[src/include/sadc_pkg.sv]
// Package: constants for the serial converter control block
package sadc_pkg;
   // Conversion result width and channel address width
   localparam int RES_W = 10;
   localparam int ADDR_W = 4;
   // Self-test channel address and its fixed code (mid band)
   localparam logic [3:0] SELF_TEST_CHANNEL = 4'hb;
   localparam logic [9:0] SELF_TEST_CODE = 10'h200;
   localparam logic [9:0] SELF_TEST_MIN = 10'h1f4;
   localparam logic [9:0] SELF_TEST_MAX = 10'h20c;
   localparam logic [9:0] CODE_ALL_ONES = 10'h3ff;
   localparam logic [9:0] CODE_ALL_ZEROS = 10'h000;
   // Chip-select recognition delay and conversion length, system clock cycles
   localparam int CS_SETUP_CYC = 3;
   localparam int CONV_CYC = 44;
   // Falling I/O clock edges: sampling starts after 4, hold and convert at 10
   localparam int ADDR_BITS_IN = 4;
   localparam int LAST_FALL = 10;
   // Limits in nanoseconds and derived core clock counts
   localparam int CORE_PERIOD_NS = 40;
   localparam int CONV_MAX_NS = 21000;
   localparam int CONV_MAX_CYC = CONV_MAX_NS / CORE_PERIOD_NS;
   localparam int CYCLE_MIN_NS = 31000;
   localparam int CYCLE_MIN_CYC = (CYCLE_MIN_NS + CORE_PERIOD_NS - 1) / CORE_PERIOD_NS;
   // System clock enable divider: 25 MHz down to about 2.3 MHz
   // Eleven, not twelve: 44 system clocks of 12 core cycles would overrun 21 us
   localparam int SYS_DIV = 11;
   localparam int FIFO_DEPTH = 8;
   // Reset values
   localparam logic [9:0] RESULT_RST = 10'h000;
   localparam logic [3:0] ADDR_RST = 4'h0;
endpackage

[src/rtl/result_fifo.sv]
// Module: small synchronous FIFO with valid and ready on both sides
`timescale 1ns/100ps
module result_fifo #(
   parameter int WIDTH = 10,
   parameter int DEPTH = 8
) (
   input wire logic clk,
   input wire logic rst_b,
   input wire logic in_valid,
   output logic in_ready,
   input wire logic [WIDTH-1:0] in_data,
   output logic out_valid,
   input wire logic out_ready,
   output logic [WIDTH-1:0] out_data
);
   localparam int AW = $clog2(DEPTH);
   logic [WIDTH-1:0] mem [DEPTH];
   logic [AW-1:0] wr_ptr_ff;
   logic [AW-1:0] rd_ptr_ff;
   logic [AW:0] count_ff;
   wire push = in_valid && in_ready;
   wire pop = out_valid && out_ready;

   assign in_ready = (count_ff != (AW+1)'(DEPTH));
   assign out_valid = (count_ff != '0);
   assign out_data = mem[rd_ptr_ff];

   always_ff @(posedge clk) begin
      if (push) begin
         mem[wr_ptr_ff] <= in_data;
      end
   end

   always_ff @(posedge clk) begin
      if (!rst_b) begin
         wr_ptr_ff <= '0;
         rd_ptr_ff <= '0;
         count_ff <= '0;
      end else begin
         if (push) begin
            wr_ptr_ff <= (wr_ptr_ff == AW'(DEPTH-1)) ? '0 : wr_ptr_ff + 1'b1;
         end
         if (pop) begin
            rd_ptr_ff <= (rd_ptr_ff == AW'(DEPTH-1)) ? '0 : rd_ptr_ff + 1'b1;
         end
         count_ff <= count_ff + (AW+1)'(push) - (AW+1)'(pop);
      end
   end
endmodule

[src/rtl/sadc_ctrl.sv]
// Module: control logic of a 10-bit serial successive-approximation converter
//
// Summary of operation
// - Ignore controls three system clocks after select
// - Address 1011 converts internal self-test level
// - Out-of-range inputs clamp to all ones/zeros
// - Convert within 21 us, cycle 31 us
// - Sample selected channel six I/O clock cycles
// - Four control inputs, one three-state data output
// - System and I/O clocks fully independent
// - System clock alone drives the conversion
// - Address in MSB first, rising edges one-four
// - Previous MSB on select, rest on falls
// - Tenth fall starts 44-clock conversion unless result buffer full
// - Select high: output off, inputs ignored
`timescale 1ns/100ps
module sadc_ctrl (
   input wire logic CORE_CLK,
   input wire logic RST_B,
   input wire logic CS_B,
   input wire logic ADDR_IN,
   input wire logic IO_CLK,
   input wire logic [10:0][9:0] CH_CODE,
   input wire logic [10:0] CH_OVER,
   input wire logic [10:0] CH_UNDER,
   output logic DATA_OUT,
   output logic DATA_OE,
   output logic SAMPLING,
   output logic [3:0] SAMPLE_CH,
   output logic CONV_BUSY,
   output logic RES_VALID,
   input wire logic RES_READY,
   output logic [9:0] RES_DATA
);
   // ****************************************************
   // Input synchronisers and system clock enable
   // ****************************************************
   logic cs_s1_ff, cs_s2_ff, cs_s3_ff;
   logic ad_s1_ff, ad_s2_ff;
   logic io_s1_ff, io_s2_ff, io_s3_ff;
   logic [3:0] div_ff;
   always_ff @(posedge CORE_CLK) begin
      if (!RST_B) begin
         {cs_s1_ff, cs_s2_ff, cs_s3_ff} <= 3'h7;
         {ad_s1_ff, ad_s2_ff} <= 2'h0;
         {io_s1_ff, io_s2_ff, io_s3_ff} <= 3'h0;
         div_ff <= 4'h0;
      end else begin
         cs_s1_ff <= CS_B;
         cs_s2_ff <= cs_s1_ff;
         cs_s3_ff <= cs_s2_ff;
         ad_s1_ff <= ADDR_IN;
         ad_s2_ff <= ad_s1_ff;
         io_s1_ff <= IO_CLK;
         io_s2_ff <= io_s1_ff;
         io_s3_ff <= io_s2_ff;
         div_ff <= (div_ff == 4'(sadc_pkg::SYS_DIV - 1)) ? 4'h0 : div_ff + 4'h1;
      end
   end
   // io clock edges found by the core clock, no relation to system clock
   wire sys_en = (div_ff == 4'h0);
   wire cs_fall = cs_s3_ff && !cs_s2_ff;
   wire io_rise = io_s2_ff && !io_s3_ff;
   wire io_fall = !io_s2_ff && io_s3_ff;

   // ****************************************************
   // Access sequencing
   // ****************************************************
   typedef enum logic [3:0] {
      ST_IDLE = 4'b0001,
      ST_WAIT = 4'b0010,
      ST_XFER = 4'b0100,
      ST_DONE = 4'b1000
   } acc_t;
   acc_t acc_ff, nxt_acc;
   logic [1:0] setup_ff;
   logic [3:0] rise_cnt_ff;
   logic [3:0] fall_cnt_ff;
   logic [3:0] addr_sh_ff;
   logic [9:0] out_sh_ff;
   logic [9:0] result_ff;
   logic [3:0] samp_ch_ff;
   logic samp_ff;
   logic conv_ff;
   logic [5:0] conv_cnt_ff;
   logic [9:0] conv_code_ff;
   logic data_out_ff;
   logic conv_done;
   logic fifo_ready;

   // select high always returns to idle
   wire cs_high = cs_s2_ff;
   wire setup_done = (setup_ff == 2'(sadc_pkg::CS_SETUP_CYC - 1)) && sys_en;
   wire in_xfer = (acc_ff == ST_XFER) && !cs_high;
   wire take_bit = in_xfer && io_rise && (rise_cnt_ff < 4'(sadc_pkg::ADDR_BITS_IN));
   wire last_fall = in_xfer && io_fall && (fall_cnt_ff == 4'(sadc_pkg::LAST_FALL - 1));
   // a full fifo drops the conversion that the tenth fall would start
   wire start_conv = last_fall && fifo_ready;

   always_comb begin
      nxt_acc = acc_ff;
      case (acc_ff)
         ST_IDLE: begin
            if (cs_fall) begin
               nxt_acc = ST_WAIT;
            end
         end
         ST_WAIT: begin
            if (cs_high) begin
               nxt_acc = ST_IDLE;
            end else if (setup_done) begin
               nxt_acc = ST_XFER;
            end
         end
         ST_XFER: begin
            if (cs_high) begin
               nxt_acc = ST_IDLE;
            end else if (last_fall) begin
               nxt_acc = ST_DONE;
            end
         end
         ST_DONE: begin
            if (cs_high) begin
               nxt_acc = ST_IDLE;
            end else if (!conv_ff) begin
               nxt_acc = ST_XFER;
            end
         end
         default: begin
            nxt_acc = ST_IDLE;
         end
      endcase
   end

   always_ff @(posedge CORE_CLK) begin
      if (!RST_B) begin
         acc_ff <= ST_IDLE;
         setup_ff <= 2'h0;
      end else begin
         acc_ff <= nxt_acc;
         // wait three system clocks before honouring controls
         if (acc_ff != ST_WAIT) begin
            setup_ff <= 2'h0;
         end else if (sys_en) begin
            setup_ff <= setup_ff + 2'h1;
         end
      end
   end

   // ****************************************************
   // Address in, result out
   // ****************************************************
   wire load_out = (acc_ff != ST_XFER) && (nxt_acc == ST_XFER);
   always_ff @(posedge CORE_CLK) begin
      if (!RST_B) begin
         rise_cnt_ff <= 4'h0;
         fall_cnt_ff <= 4'h0;
         addr_sh_ff <= sadc_pkg::ADDR_RST;
         out_sh_ff <= sadc_pkg::RESULT_RST;
         data_out_ff <= 1'b0;
      end else if (load_out) begin
         // previous result MSB presented once select is recognised
         rise_cnt_ff <= 4'h0;
         fall_cnt_ff <= 4'h0;
         out_sh_ff <= {result_ff[8:0], 1'b0};
         data_out_ff <= result_ff[9];
      end else begin
         // address shifted in MSB first on first four rises
         if (take_bit) begin
            addr_sh_ff <= {addr_sh_ff[2:0], ad_s2_ff};
            rise_cnt_ff <= rise_cnt_ff + 4'h1;
         end
         if (in_xfer && io_fall) begin
            fall_cnt_ff <= fall_cnt_ff + 4'h1;
            // remaining nine bits on following falling edges
            data_out_ff <= out_sh_ff[9];
            out_sh_ff <= {out_sh_ff[8:0], 1'b0};
         end
      end
   end

   // ****************************************************
   // Sample and conversion engine
   // ****************************************************
   // self-test channel gives a fixed mid-scale code
   wire is_test = (samp_ch_ff == sadc_pkg::SELF_TEST_CHANNEL);
   wire ch_ok = (samp_ch_ff < sadc_pkg::SELF_TEST_CHANNEL);
   wire [9:0] raw_code = ch_ok ? CH_CODE[samp_ch_ff] : sadc_pkg::CODE_ALL_ZEROS;
   wire over = ch_ok && CH_OVER[samp_ch_ff];
   wire under = ch_ok && CH_UNDER[samp_ch_ff];
   // clamp rather than wrap outside the references
   wire [9:0] code_sel = is_test ? sadc_pkg::SELF_TEST_CODE :
                         over ? sadc_pkg::CODE_ALL_ONES :
                         under ? sadc_pkg::CODE_ALL_ZEROS : raw_code;
   // 44 system clocks of 11 core cycles stay under the 21 us bound
   assign conv_done = conv_ff && sys_en &&
                      (conv_cnt_ff == 6'(sadc_pkg::CONV_CYC - 1));

   always_ff @(posedge CORE_CLK) begin
      if (!RST_B) begin
         samp_ff <= 1'b0;
         samp_ch_ff <= sadc_pkg::ADDR_RST;
         conv_ff <= 1'b0;
         conv_cnt_ff <= 6'h0;
         conv_code_ff <= sadc_pkg::RESULT_RST;
         result_ff <= sadc_pkg::RESULT_RST;
      end else begin
         // sample from fourth fall through tenth fall
         if (in_xfer && io_fall && fall_cnt_ff == 4'(sadc_pkg::ADDR_BITS_IN - 1)) begin
            samp_ff <= 1'b1;
            samp_ch_ff <= addr_sh_ff;
         end else if (last_fall || cs_fall) begin
            // Tenth fall ends sampling even when a full buffer refuses the conversion
            samp_ff <= 1'b0;
         end
         // hold at tenth fall, then 44 system clocks
         if (start_conv) begin
            conv_ff <= 1'b1;
            conv_cnt_ff <= 6'h0;
            conv_code_ff <= code_sel;
         end else if (cs_fall && conv_ff) begin
            // A new select edge aborts the conversion, old result kept
            conv_ff <= 1'b0;
         end else if (conv_done) begin
            conv_ff <= 1'b0;
            // result held until the next conversion completes
            result_ff <= conv_code_ff;
         end else if (conv_ff && sys_en) begin
            // engine advances only on the system clock
            conv_cnt_ff <= conv_cnt_ff + 6'h1;
         end
      end
   end

   // ****************************************************
   // Result stream buffer and outputs
   // ****************************************************
   result_fifo #(
      .WIDTH(sadc_pkg::RES_W),
      .DEPTH(sadc_pkg::FIFO_DEPTH)
   ) u_fifo (
      .clk(CORE_CLK),
      .rst_b(RST_B),
      .in_valid(conv_done),
      .in_ready(fifo_ready),
      .in_data(conv_code_ff),
      .out_valid(RES_VALID),
      .out_ready(RES_READY),
      .out_data(RES_DATA)
   );

   assign DATA_OUT = data_out_ff;
   // output disabled while select is high
   assign DATA_OE = (acc_ff == ST_XFER || acc_ff == ST_DONE) && !cs_high;
   assign SAMPLING = samp_ff;
   assign SAMPLE_CH = samp_ch_ff;
   assign CONV_BUSY = conv_ff;
endmodule

[config.mk]
export PLATFORM = sky130hd
export DESIGN_NAME = sadc_ctrl
export DESIGN_NICKNAME = d
export VERILOG_FILES = /design/src/include/sadc_pkg.sv /design/src/rtl/result_fifo.sv /design/src/rtl/sadc_ctrl.sv
export SDC_FILE = /design/constraint.sdc
export NUM_CORES = 1
export LEC_CHECK = 0
export ABC_AREA = 1
export BUFFER_PORTS_ARGS = -buffer_cell sky130_fd_sc_hd__clkbuf_2
export CAP_MARGIN = 20
export CORE_MARGIN = 5
export CORE_UTILIZATION = 35
export CTS_CLUSTER_DIAMETER = 60
export DETAILED_ROUTE_END_ITERATION = 6
export GPL_TIMING_DRIVEN = 0
export PLACE_DENSITY = 0.59
export SYNTH_ARGS = -nofsm -noshare
export SYNTH_HDL_FRONTEND = slang
export SYNTH_SLANG_ARGS = --single-unit
[constraint.sdc]
create_clock -name CORE_CLK -period 6.4 [get_ports CORE_CLK]
set_input_delay 0.32 -clock CORE_CLK [delete_from_list [all_inputs] [get_ports CORE_CLK]]
set_output_delay 0.32 -clock CORE_CLK [all_outputs]
set_load 0.05 [all_outputs]
== Yosys cells after proc, flatten, opt, wreduce, memory -nomap -nowiden ==
Memory sizes are Yosys's and may differ from the RTL's. A register that Yosys moved wholly into a read port is not among the register bits.
Index checks and enable logic that the tools add are counted.
W data, S select, Z words.

* Bits in registers: 82
* Bits in latches: 0
* Bits in writable memories: 80
* ROM bits: 0
* Input bits: 138
* Output and inout port bits: 19
* Memories: 1

{| class="wikitable"
|+ Memories
! name !! words !! width !! read ports !! clocked after memory_dff !! write ports !! line !! source
|-
| u_fifo.mem || 8 || 10 || 1 || 1 || 1 || result_fifo.sv:17 || <nowiki>logic [WIDTH-1:0] mem [DEPTH];</nowiki>
|}

* Add/subtract/negate cells: 9
* Multiply operators: 0
* Div/mod/pow operators: 0
* Order comparisons: 3
* Equality and inequality tests: 16
* Shift operators: 0
* Mux-type cells: 33
* Bitwise operators: 5
* Reductions and logical operators: 37

{| class="wikitable"
|+ Operators by type and width
! cell !! number
|-
| $mux W10 || 7
|-
| $bmux W10 S4 || 1
|-
| $mux W4 || 7
|-
| $logic_and A1 B1 Y1 || 20
|-
| $eq A4 B4 Y1 const B || 4
|-
| $pmux W4 S4 || 1
|-
| $add A4 B1 Y4 const B || 3
|-
| $mux W3 || 4
|-
| $mux W1 || 11
|-
| $bmux W1 S4 || 2
|-
| $eq A4 B2 Y1 const B || 2
|-
| $eq A4 B3 Y1 const B || 2
|-
| $reduce_or A2 Y1 || 4
|-
| $add A3 B1 Y3 const B || 2
|-
| $add A6 B1 Y6 const B || 1
|-
| $eq A3 B3 Y1 const B || 2
|-
| $eq A6 B6 Y1 const B || 1
|-
| $reduce_and A3 Y1 || 2
|-
| $lt A4 B5 Y1 const B || 1
|-
| $not A1 Y1 || 5
|-
| $add A4 B1 Y4 || 1
|-
| $eq A4 B1 Y1 const B || 1
|-
| $logic_not A4 Y1 || 1
|-
| $lt A4 B3 Y1 const B || 1
|-
| 13 further kinds || 17
|}

== Depth between registers and ports, before layout ==
* Depth after elaboration: 11
* Gate-level depth with buffers: 13

== Hierarchy ==
From an unflattened synthesis, not the netlist that was laid out.

* Cell total of the unflattened synthesis: 1,136
* Area, all modules: 8,568.2 um^2

{| class="wikitable"
|+ By module, submodules not included
! module !! times used !! cells an instance !! area an instance (um^2)
|-
| sadc_ctrl || 1 || 696 || 4,316.6
|-
| result_fifo || 1 || 440 || 4,251.6
|}

== Least setup slack after synthesis ==
No wires, ideal clock.

* Kind: reg-to-reg
* Start: register conv_ff (netlist: CONV_BUSY)
* End: memory u_fifo.mem[0][0], enable pin
* Arrival time: 2.182 ns
* Required time: 6.010 ns
* Slack: 3.828 ns
* Cell stages (with the launch flop): 5
* Path buffers: 0
* Clock period less this slack: 2.572 ns
* Path through: dfxtp_1 -> nand4_1 -> nand2b_4 -> or2_2 -> nor3_1

* Word-level cells in the longest chain between the ends: 5

{| class="wikitable"
|+ Ends and longest elaborated chain
! item !! line !! source
|-
| start, declared || sadc_ctrl.sv:84 || <nowiki>logic conv_ff;</nowiki>
|-
| start signal, assigned || sadc_ctrl.sv:203 || <nowiki>conv_ff <= 1'b0;</nowiki>
|-
| start signal, assigned || sadc_ctrl.sv:218 || <nowiki>conv_ff <= 1'b1;</nowiki>
|-
| start signal, assigned || sadc_ctrl.sv:223 || <nowiki>conv_ff <= 1'b0;</nowiki>
|-
| $logic_and A1 B1 Y1 (2 in series) || sadc_ctrl.sv:196 || <nowiki>assign conv_done = conv_ff && sys_en &&</nowiki>
|-
| $logic_and A1 B1 Y1 || result_fifo.sv:21 || <nowiki>wire push = in_valid && in_ready;</nowiki>
|-
| $mux W1 || result_fifo.sv:29 || <nowiki>if (push) begin</nowiki>
|-
| $mux W1 (not written as such) || result_fifo.sv:30 || <nowiki>mem[wr_ptr_ff] <= in_data;</nowiki>
|-
| end, declared || result_fifo.sv:17 ||
|}

No other way between the ends.

== Worst setup path after layout ==
* Start: register div_ff[0]
* End: memory u_fifo.mem[4][6], enable pin

* Word-level cells in the longest chain between the ends: 6

{| class="wikitable"
|+ Ends and longest elaborated chain
! item !! line !! source
|-
| start, declared || sadc_ctrl.sv:41 || <nowiki>logic [3:0] div_ff;</nowiki>
|-
| start signal, assigned || sadc_ctrl.sv:57 || <nowiki>div_ff <= (div_ff == 4'(sadc_pkg::SYS_DIV - 1)) ? 4'h0 : div_ff + 4'h1;</nowiki>
|-
| $logic_not A4 Y1 || sadc_ctrl.sv:61 || <nowiki>wire sys_en = (div_ff == 4'h0);</nowiki>
|-
| $logic_and A1 B1 Y1 (2 in series) || sadc_ctrl.sv:196 ||
|-
| $logic_and A1 B1 Y1 || result_fifo.sv:21 ||
|-
| $mux W1 || result_fifo.sv:29 ||
|-
| $mux W1 (not written as such) || result_fifo.sv:30 ||
|}

No other way between the ends.

==> flow_summary.yaml <==
die:
  initial_core_util_pct: 35.35
  die_h_um: 160.8
  row_count: 55
  dieArea_mm2: 0.02584
  fp.dieW_um: 160.8
  io_pins: 157
  fp.coreArea_mm2: 0.02250
pwr:
  power.density_mw_per_mm2: 266.1
  irDropWorstVdd_v: 0.0001836
  p_leak_uw: 0.003885
critical_path:
  arrival_ns: 2.81
  regToRegStartpoint: "div_ff[0]$_SDFF_PP0_"
  path_cells: "inv_1 -> ha_1 -> nand3_1 -> inv_1 -> nand4_1 -> nand2b_4 -> or2_2 -> nor3_2"
  cp_max_fo: 10
  max_stage_delay_ns: 0.71
  worstSetupPathType: "register to register"
  start_kind: "register"
  reg2reg_slack_ns: 3.64
  cp.required_ns: 6.45
  worst_setup_path_end_kind: "register"
  cpMaxStageDelayCell: "nor3_2"
  path_common_cell: "inv_1"
  critical_path.startpoint: "div_ff[0]$_SDFF_PP0_"
cts:
  htree_levels: 4
  cts_buffers: 17
  postCtsSetupRepairBufs: 0
  clock_path_buffers: 2
  clk_latency_ns: 0.43
  cts_resized: 0
  ctsHoldBuffers: 0
  path_clk_slew_ns: 0.07
  cts_root_buf: "clkbuf_16"
  cts_tree: "done"
  cts.sinks: 165
timing:
  fin_skew_ns: 0.009746
  slew-limit-headroom_pct: 38.66
  period_needed_ns: 2.764
  rsz0062_at_grt: "false"
  tns_ns: 0
  final-hold-violation-count: 0
  min_period_over_period_pct: 43.18
  setup_ws_ns: 3.637
  worst_slew_pin_slew_ns: 0.9151
  max_freq_ghz: 0.3619
  setup_viol: 0
  drv_slew: 0
final_layout:
  drive_gt1_share_pct: 19.59
  antenna_cells: 0
  area_growth_pct: 22.10
  finalNetCount: 1313
  fillers: 2317
detailed_routing:
  routedWlPerCell_um: 16.67
  ant_nets: 0
  vias: 7256
  dr.first_iter.drc_count: 497
  via_per_inst: 4.990
  wirelength_mm: 24.25
  drc: 0
  first_pass_iters: 5
logic_synthesis:
  synth_fp_nets: 1137
  ys_types: 41
  synthSimpleGateAreaFrac_pct: 26.47
  ys_warn_count: 0
  synth_seq_cells: 165
  synth_area_mm2: 0.007954
  synth_mux_area_share_pct: 0
  seq_area_frac_synth_pct: 51.60
  synth_xor_xnor_area_share_pct: 0.4405
  syn_avg_cell_area_um2: 8.116
  synthAdderAreaFrac_pct: 3.083
  synth_top_family_by_area: "simple AND/OR/NAND/NOR gates"
  synth_compound_area_share_pct: 12.40
  syn_inst: 980
global_route:
  grt_antenna_before_repair: 0
  grt.overflow.total: 0
  grtUsageTotal_pct: 18.51
  grt_max_degree: 18
  grt_pass1_vias: 6929
  grt_pass1_wl_mm: 37.46
placed_design:
  place_ws_ns: 3.613
  hpwl_mm: 17.91
  globalplace.congestion: 0.9438
  io_buffer_count: 155
worst_hold_path:
  hp-start: "ADDR_IN"
  hold_class: "input port to register"
job:
  maxCapViolations: 0
run_status:
  status: "completed"
==> critical path, delay by kind of cell, from the launching register on <==
kind / cells / cell delay [ns]
and+or+nand+nor: 5 / 1.66
buffers and inverters: 2 / 0.25
DFF: 1 / 0.32
adders and majority gates: 1 / 0.15
==> logic make-up (layout without fill, tap and decap cells) <==
group | after synthesis | in the layout
AOI/OAI and AO/OA | 185 | 185
and+or+nand+nor | 489 | 489
buffers and inverters | 118 | 307
xor gates and xnor gates | 4 | 4
adders and majority gates | 19 | 19
DFF | 165 | 165
==> sequential cells by signal, indices dropped and copies added (netlist names), 2 cells and up, named ones only <==
| name | count |
|---|---|
| rise_cnt_ff | 4 |
| acc_ff | 4 |
| SAMPLE_CH | 4 |
| div_ff | 4 |
| conv_cnt_ff | 6 |
| addr_sh_ff | 4 |
| result_ff | 10 |
| u_fifo.mem | 80 |
| u_fifo.rd_ptr_ff | 3 |
| fall_cnt_ff | 4 |
| u_fifo.wr_ptr_ff | 3 |
| setup_ff | 2 |
| out_sh_ff | 9 |
| conv_code_ff | 10 |
| u_fifo.count_ff | 4 |
==> power breakdown <==
part	total (uW)	leakage [uW]	switching (uW)	internal (uW)
clock	975	0.000274	461	514
combinational	470	0.00237	326	144
sequential	1140	0.00124	16.2	1120
total	2580	0.00388	804	1780
==> through the flow <==
step | power, uW | cell area, um2 | instances | utilization [%] | hold slack [ns]
final | 2584 | 9712 | 1454 | 43.16 | 0.07349
after global routing | 2714 | 9712 | 1454 | 43.16 | 0.06971
after CTS | 2608 | 9712 | 1454 | 43.16 | 0.06502
after detailed placement | 1637 | 9145 | 1422 | 40.64 | 0.3982
after global placement | 1630 | 9086 | 1420 | 40.38 | 0.3952
after floorplan | 1475 | 7954 | 980 | - | 0.3905
==> synthesized netlist by cell type (all sizes together) <==
cell type	number	area share (%)
dfxtp	85	21
nor3	14	1.1
a31oi	10	0.79
o21ai	110	6.9
nand2	214	10
a211oi	2	0.19
nor3b	1	0.094
nor4	1	0.079
nand2b	1	0.17
ha	18	2.8
o211a	2	0.25
xnor2	2	0.22
clkbuf	28	1.3
fa	1	0.25
buf	22	1.5
nand3	39	2.8
o22ai	10	0.79
nor2	176	8.7
edfxtp	80	30
clkinv	1	0.047
o31ai	1	0.094
nand3b	2	0.19
xor2	2	0.22
a22oi	2	0.19
nand4	37	2.9
a21o	1	0.19
a21oi	46	2.9
o21a	1	0.094
or2	4	0.31
inv	67	3.2
==> area by class of cell <==
type / count / area, um2 / area share (%)
plain buffers: 50 / 222.7 / 2.293
clock buffers: 17 / 425.4 / 4.380
clock inverters: 15 / 141.4 / 1.456
inverters: 68 / 255.2 / 2.628
multi-input cells: 697 / 3412 / 35.13
flip-flops and latches: 165 / 4104 / 42.26
well taps: 285 / 356.6 / 3.672
repair buffers: 157 / 794.5 / 8.181
==> placed cells by master (no fill, tap or decap), types with 28 or more instances in the layout <==
master    netlist  routed
inv_1          66      66
nand2_1       212     212
clkbuf_1       28      28
nor2_1        173     173
nand3_1        37      37
nand4_1        37      37
o21ai_0       101     101
clkbuf_2        0     155
edfxtp_1       80      80
dfxtp_1        85      85
a21oi_1        46      46
==> path summary, 6_finish.rpt <==
kind,end,cells after the start
hold reg to reg,cs_high$_SDFF_PN1_,1
setup / recovery,u_fifo.mem[4][6]$_DFFE_PP_,8
setup reg to reg,u_fifo.mem[4][6]$_DFFE_PP_,8
hold / removal,ad_s1_ff$_SDFF_PN0_,3
==> metal layers <==
| metal | up-vias | routed length (um) | track usage [%] |
|---|---|---|---|
| met2 | 145 | 11800 | 31.01 |
| met1 | 3415 | 11080 | 24.54 |
| li1 | 3656 | - | - |
| met4 | 0 | 541 | 5.816 |
| met3 | 40 | 817 | 3.105 |
| met5 | - | 0 | 0 |
Note: power is estimated with default switching activity, not from simulation.
